$ cat config.mk
export PLATFORM = sky130hd
export DESIGN_NAME = memory_ctrl_remap_abort_regs
export DESIGN_NICKNAME = d
export VERILOG_FILES = /design/src/hw/mem_ctrl_pkg.sv /design/src/hw/memory_ctrl_remap_abort_regs.sv
export SDC_FILE = /design/constraint.sdc
export NUM_CORES = 1
export LEC_CHECK = 0
export ABC_CLOCK_PERIOD_IN_PS = 1800
export BUFFER_PORTS_ARGS = -buffer_cell sky130_fd_sc_hd__buf_4
export CORE_AREA = 2 2 104 106
export CTS_BUF_LIST = sky130_fd_sc_hd__clkbuf_16
export DETAILED_ROUTE_END_ITERATION = 7
export DIE_AREA = 0 0 106 108
export SLEW_MARGIN = 5
export SYNTH_ARGS = -nofsm -noshare
export SYNTH_HDL_FRONTEND = slang
export SYNTH_SLANG_ARGS = --single-unit
$ cat constraint.sdc
create_clock -name clk_in -period 1.8 [get_ports clk_in]
set_input_delay 0.09 -clock clk_in [delete_from_list [all_inputs] [get_ports clk_in]]
set_output_delay 0.09 -clock clk_in [all_outputs]
set_load 0.1 [all_outputs]
$ cat src/hw/mem_ctrl_pkg.sv
/*
  Package for the memory controller remap and abort status block:
  register offsets, field positions, reset values and access encodings.
  Assumes a 32-bit register port with byte offsets.
*/
package mem_ctrl_pkg;
  localparam logic [7:0] REMAP_CONTROL_OFS = 8'h00;
  localparam logic [7:0] ABORT_STATUS_OFS = 8'h04;
  localparam logic [7:0] ABORT_ADDRESS_OFS = 8'h08;
  localparam logic [7:0] IRQ_STATUS_OFS = 8'h0C;
  localparam logic [7:0] IRQ_MASK_OFS = 8'h10;
  localparam logic [7:0] REMAP_STATE_OFS = 8'h14;

  localparam int REMAP_TOGGLE_POS = 0;
  localparam int UNDEF_POS = 0;
  localparam int MISALIGN_POS = 1;
  localparam int SIZE_LO_POS = 8;
  localparam int TYPE_LO_POS = 10;
  localparam int DMA_LAST_POS = 16;
  localparam int CPU_LAST_POS = 17;
  localparam int DMA_STICKY_POS = 24;
  localparam int CPU_STICKY_POS = 25;

  // interrupt status bits: dma abort, cpu abort
  localparam int IRQ_DMA_POS = 0;
  localparam int IRQ_CPU_POS = 1;

  localparam logic [31:0] ABORT_STATUS_RST = 32'h0000_0000;
  localparam logic [31:0] ABORT_ADDRESS_RST = 32'h0000_0000;
  localparam logic [1:0] IRQ_MASK_RST = 2'h0;

  localparam logic [1:0] SIZE_BYTE = 2'h0;
  localparam logic [1:0] SIZE_HALF = 2'h1;
  localparam logic [1:0] SIZE_WORD = 2'h2;
  localparam logic [1:0] TYPE_READ = 2'h0;
  localparam logic [1:0] TYPE_WRITE = 2'h1;
  localparam logic [1:0] TYPE_FETCH = 2'h2;

  localparam logic [3:0] INTERNAL_AREA = 4'h0;
  localparam logic [3:0] PERIPH_AREA = 4'hF;
  localparam logic [11:0] FLASH_MB = 12'h001;
  localparam logic [11:0] SRAM_MB = 12'h002;
  localparam logic [11:0] FREE_MB = 12'h003;
  localparam logic [11:0] PAGE0_MB = 12'h000;
endpackage

$ cat src/hw/memory_ctrl_remap_abort_regs.sv
/*
  Remap control and abort status registers of the on-chip memory controller.
  Watches one bus access per cycle from the winning master (arbitration is
  outside), flags undefined and misaligned accesses, records the last abort
  and decodes which memory answers at page zero.
  Assumes synchronous inputs and a single-cycle register port.
*/
// Our own choice: the address-and-strobe port.
// How it works
// - writing one to remap bit zero toggles page-zero mapping; zero ignored
// - remap on shows SRAM at page zero, otherwise flash sits there
// - status bit zero set when last abort hit an undefined address
// - status bit one set when last abort was a misaligned access
// - abort misaligned word or half-word data access; fetches never alignment-checked
// - bits 9:8 record aborted access size: byte, half, word
// - bits 11:10 record aborted access kind: read, write, fetch
// - bit 16 marks last abort as issued by the DMA master
// - bit 17 marks last abort as issued by the processor
// - bit 24 sticky: at least one DMA abort occurred
// - bit 25 sticky: at least one processor abort occurred
// - reading abort status restarts sticky flag accumulation
// - abort address register at 0x08 holds full last aborted address
// - only first flash controller owns security and nonvolatile bits
`timescale 1ns/10ps
`default_nettype none
module memory_ctrl_remap_abort_regs
  import mem_ctrl_pkg::*;
(
  input wire logic clk_in,
  input wire logic resetn_in,
  input wire logic [7:0] reg_addr_in,
  input wire logic [31:0] reg_wdata_in,
  input wire logic reg_wr_in,
  input wire logic reg_rd_in,
  output logic [31:0] reg_rdata_out,
  input wire logic acc_valid_in,
  input wire logic [31:0] acc_addr_in,
  input wire logic [1:0] acc_size_in,
  input wire logic [1:0] acc_type_in,
  input wire logic acc_dma_in,
  output logic acc_abort_out,
  output logic page0_sram_out,
  output logic [11:0] mapped_mb_out,
  output logic flash_sec_owner_out,
  output logic irq_out
);

  typedef struct packed {
    logic remap;
    logic [31:0] status;
    logic [31:0] abort_addr;
    logic [1:0] irq_status;
    logic [1:0] irq_mask;
    logic [31:0] rdata;
  } state_t;

  state_t cur_ff;
  state_t nxt_ff;

  logic undef_hit;
  logic misalign_hit;
  logic abort_now;
  logic [11:0] mb_sel;

  always_comb begin
    mb_sel = acc_addr_in[31:20] - {INTERNAL_AREA, 8'h00};
    misalign_hit = (acc_type_in != TYPE_FETCH) &&
                   (((acc_size_in == SIZE_WORD) && (acc_addr_in[1:0] != 2'h0)) ||
                    ((acc_size_in == SIZE_HALF) && acc_addr_in[0]));
    // internal area: page 0, flash, sram and a silent 1MB hole are defined
    undef_hit = !((acc_addr_in[31:28] == PERIPH_AREA) ||
                  ((acc_addr_in[31:28] == INTERNAL_AREA) && (mb_sel <= FREE_MB)));
    abort_now = acc_valid_in && (undef_hit || misalign_hit);
  end

  always_comb begin
    nxt_ff = cur_ff;
    if (reg_wr_in && (reg_addr_in == REMAP_CONTROL_OFS) &&
        reg_wdata_in[REMAP_TOGGLE_POS]) begin
      nxt_ff.remap = !cur_ff.remap;
    end
    if (reg_wr_in && (reg_addr_in == IRQ_MASK_OFS)) begin
      nxt_ff.irq_mask = reg_wdata_in[1:0];
    end
    if (reg_wr_in && (reg_addr_in == IRQ_STATUS_OFS)) begin
      nxt_ff.irq_status = cur_ff.irq_status & ~reg_wdata_in[1:0];
    end
    if (reg_rd_in && (reg_addr_in == ABORT_STATUS_OFS)) begin
      nxt_ff.status[DMA_STICKY_POS] = 1'b0;
      nxt_ff.status[CPU_STICKY_POS] = 1'b0;
    end
    // capture all fields at once; set wins over read clear
    if (abort_now) begin
      nxt_ff.status[UNDEF_POS] = undef_hit;
      nxt_ff.status[MISALIGN_POS] = misalign_hit;
      nxt_ff.status[SIZE_LO_POS +: 2] = acc_size_in;
      nxt_ff.status[TYPE_LO_POS +: 2] = acc_type_in;
      nxt_ff.status[DMA_LAST_POS] = acc_dma_in;
      nxt_ff.status[CPU_LAST_POS] = !acc_dma_in;
      if (acc_dma_in) begin
        nxt_ff.status[DMA_STICKY_POS] = 1'b1;
        nxt_ff.irq_status[IRQ_DMA_POS] = 1'b1;
      end else begin
        nxt_ff.status[CPU_STICKY_POS] = 1'b1;
        nxt_ff.irq_status[IRQ_CPU_POS] = 1'b1;
      end
      nxt_ff.abort_addr = acc_addr_in;
    end
    nxt_ff.rdata = 32'h0000_0000;
    if (reg_rd_in) begin
      unique case (reg_addr_in)
        ABORT_STATUS_OFS: nxt_ff.rdata = cur_ff.status;
        ABORT_ADDRESS_OFS: nxt_ff.rdata = cur_ff.abort_addr;
        IRQ_STATUS_OFS: nxt_ff.rdata = {30'h0, cur_ff.irq_status};
        IRQ_MASK_OFS: nxt_ff.rdata = {30'h0, cur_ff.irq_mask};
        REMAP_STATE_OFS: nxt_ff.rdata = {31'h0, cur_ff.remap};
        default: nxt_ff.rdata = 32'h0000_0000;
      endcase
    end
  end

  always_ff @(posedge clk_in or negedge resetn_in) begin
    if (!resetn_in) begin
      cur_ff <= '{remap: 1'b0, status: ABORT_STATUS_RST,
                  abort_addr: ABORT_ADDRESS_RST, irq_status: 2'h0,
                  irq_mask: IRQ_MASK_RST, rdata: 32'h0000_0000};
    end else begin
      cur_ff <= nxt_ff;
    end
  end

  assign reg_rdata_out = cur_ff.rdata;
  // abort reply is combinational so the access is cancelled in its own cycle
  assign acc_abort_out = abort_now;
  assign page0_sram_out = cur_ff.remap;
  assign mapped_mb_out = (acc_addr_in[31:28] == INTERNAL_AREA) && (mb_sel == PAGE0_MB) ?
                         (cur_ff.remap ? SRAM_MB : FLASH_MB) : mb_sel;
  // single owner of the security bits
  assign flash_sec_owner_out = 1'b1;
  assign irq_out = |(cur_ff.irq_status & cur_ff.irq_mask);
endmodule
`default_nettype wire

**Word-level counts from Yosys, hierarchy flattened**

Index checks and enable logic that the tools add are counted.

- Register bits after elaboration: 79
- Input bits: 82
- Output and inout bits: 48

- $lt $le $gt $ge: 1
- Equality and inequality tests: 9
- Mux-type cells: 12
- Bitwise operators: 3
- Reduce and logical (&&, ||, !) cells: 22

Operator list:

| operator | number |
|---|---|
| one-hot mux 32 bit (5 select lines) | 1 |
| 2-to-1 mux 32 bit | 1 |
| == test 8 x 4 -> 1 bit (second input constant) | 2 |
| == test 8 x 5 -> 1 bit (second input constant) | 2 |
| less-or-equal comparator 12 x 2 -> 1 bit (second input constant) | 1 |
| logical NOT 12 bit | 1 |
| 2-to-1 mux 12 bit | 1 |
| logical AND 1 bit | 11 |
| 2-to-1 mux 2 bit | 5 |
| == test 8 x 3 -> 1 bit (second input constant) | 1 |
| logical NOT 8 bit | 1 |
| AND 2 bit | 2 |
| == test 4 bit (second input constant) | 1 |
| logical NOT 4 bit | 1 |
| 2-to-1 mux 1 bit | 4 |
| logical NOT 1 bit | 3 |
| logical OR 1 bit | 3 |
| == test 2 x 1 -> 1 bit (second input constant) | 1 |
| == test 2 bit (second input constant) | 1 |
| != test 2 bit (second input constant) | 1 |
| inverter 2 bit | 1 |
| nonzero test 2 bit | 1 |
| OR reduction 2 bit | 1 |

**Logic depth before layout (Yosys ltp)**

- Depth after elaboration: 7
- Depth in mapped cells: 5
- Depth with buffers taken out: 4

**Worst setup path after synthesis**

Ideal clock, no wire load.

- Path type: input-to-reg
- Start: input port acc_addr_in[28]
- End: register cur_ff[36] (netlist bit)
- Setup time: 125 ps
- Arrival: 1,689 ps
- Required time: 1,675 ps
- Slack: -14 ps
- Stages on the path: 5
- Path buffers: 1
- Cell sequence: or4_4 > nor4_4 > o22ai_4 > buf_6 > mux2_4

- Word-level cells in the longest chain between the ends: 6
- Elaborated cells between the ends (all ways): 8
- Those cells by class: order compare: 1; eq/ne: 1; reduce/logical: 6

Ends and longest elaborated chain:

| element | RTL line | RTL |
|---|---|---|
| start: declaration | memory_ctrl_remap_abort_regs.sv:37 | `input wire logic [31:0] acc_addr_in,` |
| less-or-equal comparator 12 x 2 -> 1 bit / logical NOT 4 bit (equally long branches) | memory_ctrl_remap_abort_regs.sv:72 | `((acc_addr_in[31:28] == INTERNAL_AREA) && (mb_sel <= FREE_MB)));` |
| logical AND 1 bit | memory_ctrl_remap_abort_regs.sv:72 |  |
| logical OR 1 bit (*) | memory_ctrl_remap_abort_regs.sv:71 | `undef_hit = !((acc_addr_in[31:28] == PERIPH_AREA) \|\|` |
| logical NOT 1 bit (*) | memory_ctrl_remap_abort_regs.sv:71 |  |
| logical OR 1 bit (*) | memory_ctrl_remap_abort_regs.sv:73 | `abort_now = acc_valid_in && (undef_hit \|\| misalign_hit);` |
| logical AND 1 bit (*) | memory_ctrl_remap_abort_regs.sv:73 |  |
| net acc_abort_out | memory_ctrl_remap_abort_regs.sv:41 | `output logic acc_abort_out,` |
| end signal: assignment | memory_ctrl_remap_abort_regs.sv:124 | `cur_ff <= '{remap: 1'b0, status: ABORT_STATUS_RST,` |
| end signal: assignment | memory_ctrl_remap_abort_regs.sv:128 | `cur_ff <= nxt_ff;` |
| end: declaration | memory_ctrl_remap_abort_regs.sv:57 | `state_t cur_ff;` |

The timed path passes the listed nets; every way through them passes the cells marked *.
A chain may end at the register's enable or synchronous reset.

**Final worst setup path**

- Start: input port acc_addr_in[28]
- End: output port mapped_mb_out[1]

- Word-level cells in the longest chain between the ends: 3
- Elaborated cells between the ends (all ways): 4
- Those cells by class: mux: 1; reduce/logical: 3

Ends and longest elaborated chain:

| element | RTL line | RTL |
|---|---|---|
| logical NOT 12 bit / logical NOT 4 bit (equally long branches) | memory_ctrl_remap_abort_regs.sv:136 | `assign mapped_mb_out = (acc_addr_in[31:28] == INTERNAL_AREA) && (mb_sel == PAGE0_MB) ?` |
| logical AND 1 bit (*) | memory_ctrl_remap_abort_regs.sv:136 |  |
| 2-to-1 mux 12 bit (*) | memory_ctrl_remap_abort_regs.sv:136 |  |
| end: declaration | memory_ctrl_remap_abort_regs.sv:43 | `output logic [11:0] mapped_mb_out,` |

Every way passes the cells marked *; elsewhere a longest branch is shown, timed or not.

==> impl_metrics.json <==
{
  "run_status": "finished clean",
  "r2r_end": "reg_rdata_out[0]",
  "initial_utilization_pct": 34.44,
  "end_kind": "primary output",
  "design.die.area_mm2": 0.01145,
  "place.gp.congestion": 0.7687,
  "post-place-ws_ns": -0.1018,
  "synth-compound-area-share_pct": 6.108,
  "syn_avg_cell_area_um2": 13.45,
  "numCtsBuffers": 9,
  "synth-warning-count": 0,
  "number_of_cell_rows": 37,
  "timing.reg2reg.setup_slack_ns": 0.69,
  "worstSetupEndpoint": "mapped_mb_out[1]",
  "grt_max_degree": 43,
  "num-nets-final": 438,
  "postLayoutCellArea_mm2": 0.004780,
  "leakagePower_nw": 2.396,
  "clock-root-buffer": "clkbuf_16",
  "clk_path_buf_depth": 2,
  "cap_violations": 0,
  "synth_top_family_by_area": "multiplexers",
  "async_reset_ff_share_pct": 100.0,
  "vias_per_std_cell": 4.467,
  "syn_area_mm2": 0.003523,
  "r2r_start": "cur_ff[34]",
  "detailedPlacementHpwl_um": 5125,
  "startpoint": "acc_addr_in[28]",
  "routed_antenna_nets": 0,
  "power.density_mw_per_mm2": 959.8,
  "synth_seq_area_share_pct": 56.11,
  "detailedRoute.firstIterationViolations": 88,
  "final-hold-violation-count": 0,
  "numPortBuffers": 98,
  "die_height_um": 108,
  "vias_in_the_first_global_route": 2249,
  "cts.sinks": 79,
  "maxClockFrequency_mhz": 569.9,
  "global_router_s_overall_resource_usage_pct": 13.22,
  "post-route-drc-count": 0,
  "synth-main-ff-cell": "dfrtp_1",
  "antenna_found_initial": 0,
  "design.core.area_mm2": 0.01023,
  "timing_max_transition_violations_final": 0,
  "finalWirelength_um": 7263,
  "synth_edf_count": 0,
  "synthesis.nets": 344,
  "yosys.area_share.simple_pct": 10.09,
  "crit_arrival_ns": 1.66,
  "timing.final.crit_period_ns": 1.755,
  "hold_class": "input pin to flop",
  "synthMuxAreaShare_pct": 16.80,
  "grt_first_pass_wirelength_um": 11590,
  "ff2ff_path_depth": 4,
  "die_extent_in_x_um": 106,
  "rsz0062_at_grt": "false",
  "routed-via-count": 2220,
  "clkLatencyLatePin_ns": 0.33,
  "synthesized_flop_and_latch_total": 79,
  "peakVddDrop_v": 0.0005243,
  "ios": 130,
  "synth_cell_type_count": 39,
  "worstSetupStartpointType": "input pin",
  "tritoncts_clock_tree": "done",
  "worst_slack_ns": 0.04516,
  "period_share_pct": 97.49,
  "detail_route.wl_per_cell_um": 14.61,
  "timing.critical_path.fanout_max": 4,
  "synth-xor-area-share_pct": 0.2486,
  "timing_worst_setup_path_type": "input pin to primary output",
  "drtPass1Iterations": 4,
  "setup_violations": 0,
  "placedInstanceArea_mm2": 0.004253,
  "yosys.area_share.adder_pct": 0,
  "cts_setup_buffers": 0,
  "synth_cells": 262,
  "htreeDepth": 3,
  "antennaDiodeCount": 0,
  "syn_to_final_growth_pct": 35.65,
  "worst_clock_skew_ns": 0.006447,
  "worstPathRequired_ns": 1.71,
  "gr-total-overflow": 0,
  "final_layout_size_suffix_gt1_share_pct": 49.03,
  "cts.reportedPaths.clkPinSlew_ns": 0.06
}
[routing by layer]
layer  global-route usage [%]  routed length (µm)  part of all wire [%]
met1                    17.17                3234                    45
met2                    22.21                3665                    50
met3                    3.195                 315                   4.3
met4                    3.665                  48                  0.66
met5                        0                   0                     0
[metrics by stage]
stage	setup TNS, ns	utilization, %	hold slack (ns)	cells	power [mW]
4_1_cts	0	46.58	0.0004442	496	4.623
5_1_grt	0	46.72	0.0007918	497	4.781
2_1_floorplan	0	-	-0.2056	262	2.401
6_report	0	46.72	0.009060	497	4.588
3_5_place_dp	-3.555	41.57	0.09769	462	2.640
3_3_place_gp	-3.651	41.57	0.09083	462	2.626
[Yosys cell counts, types with 4 or more instances]
cell,instances,share of area (%)
clkbuf_1,15,1.6
and2_1,22,3.9
inv_1,6,0.64
dfrtp_1,79,56
buf_6,4,1.3
nor2_1,5,0.53
o21ai_0,4,0.57
mux2_4,35,15
mux2_2,5,1.6
buf_4,33,7.0
a22o_1,11,2.7
nor3_1,4,0.57
[worst min-delay path by stage]
stage | startpoint | end | cells after the start
floorplan | resetn_in | cur_ff[32] | 0
global placement | resetn_in | reg_rdata_out[28] | 1
detailed placement | resetn_in | reg_rdata_out[29] | 1
CTS | acc_type_in[0] | cur_ff[78] | 2
finish | acc_addr_in[5] | cur_ff[41] | 2
global route | acc_addr_in[16] | cur_ff[52] | 2
[critical path: stages]
cell and delay (ns):
buf_4 0.11, or4_4 0.54, nor4_4 0.34, buf_4 0.20, a31o_2 0.16, buf_6 0.22
[flip-flops by register name, indices dropped and copies added (netlist names)]
name / cells
cur_ff: 46
reg_rdata_out: 32
page0_sram_out: 1
[report_power, final]
group / internal [mW] / total (mW) / switching [mW]
Clock: 1.22 / 1.95 / 0.731
Combinational: 0.336 / 0.681 / 0.345
Sequential: 1.89 / 1.96 / 0.0650
Total: 3.45 / 4.59 / 1.14
[layout make-up]
| class | count | area, µm² |
|---|---|---|
| Timing Repair Buffer | 135 | 1110 |
| Sequential cell | 79 | 1977 |
| Inverter | 6 | 22.52 |
| Multi-Input combinational cell | 125 | 1179 |
| Clock inverter | 7 | 96.34 |
| Clock buffer | 9 | 225.2 |
| Fill cell | 927 | 5451 |
| Tap cell | 136 | 170.2 |
[timing repair]
action / 4_1_cts / 5_1_grt
pin swaps: 1 / 1
gates resized for setup: 3 / 1
endpoints found under the setup margin: 2 / 3
hold endpoints to repair: 54 / 1
hold buffers: 18 / 1
[layout by cell type, fill, tap and decap left out, drive strengths merged, types with 2 or more instances in the layout]
master         n
nor2           5
and2          22
a22o          11
clkbuf         9
nor4           4
nand3b         2
buf          116
bufinv         2
or4            3
dlygate4sd3   19
nand4          3
nor3           4
and3           2
mux2          40
dfrtp         79
nand2          3
clkinvlp       2
inv            9
o2bb2ai        3
nand3          2
o21ai          4
[cell families after synthesis]
group / after synthesis
flops: 79
buf+inv: 58
simple gates: 56
mux: 41
compound gates: 26
xor+xnor: 1
other cells: 1
Power figures use the tool's default switching activity.
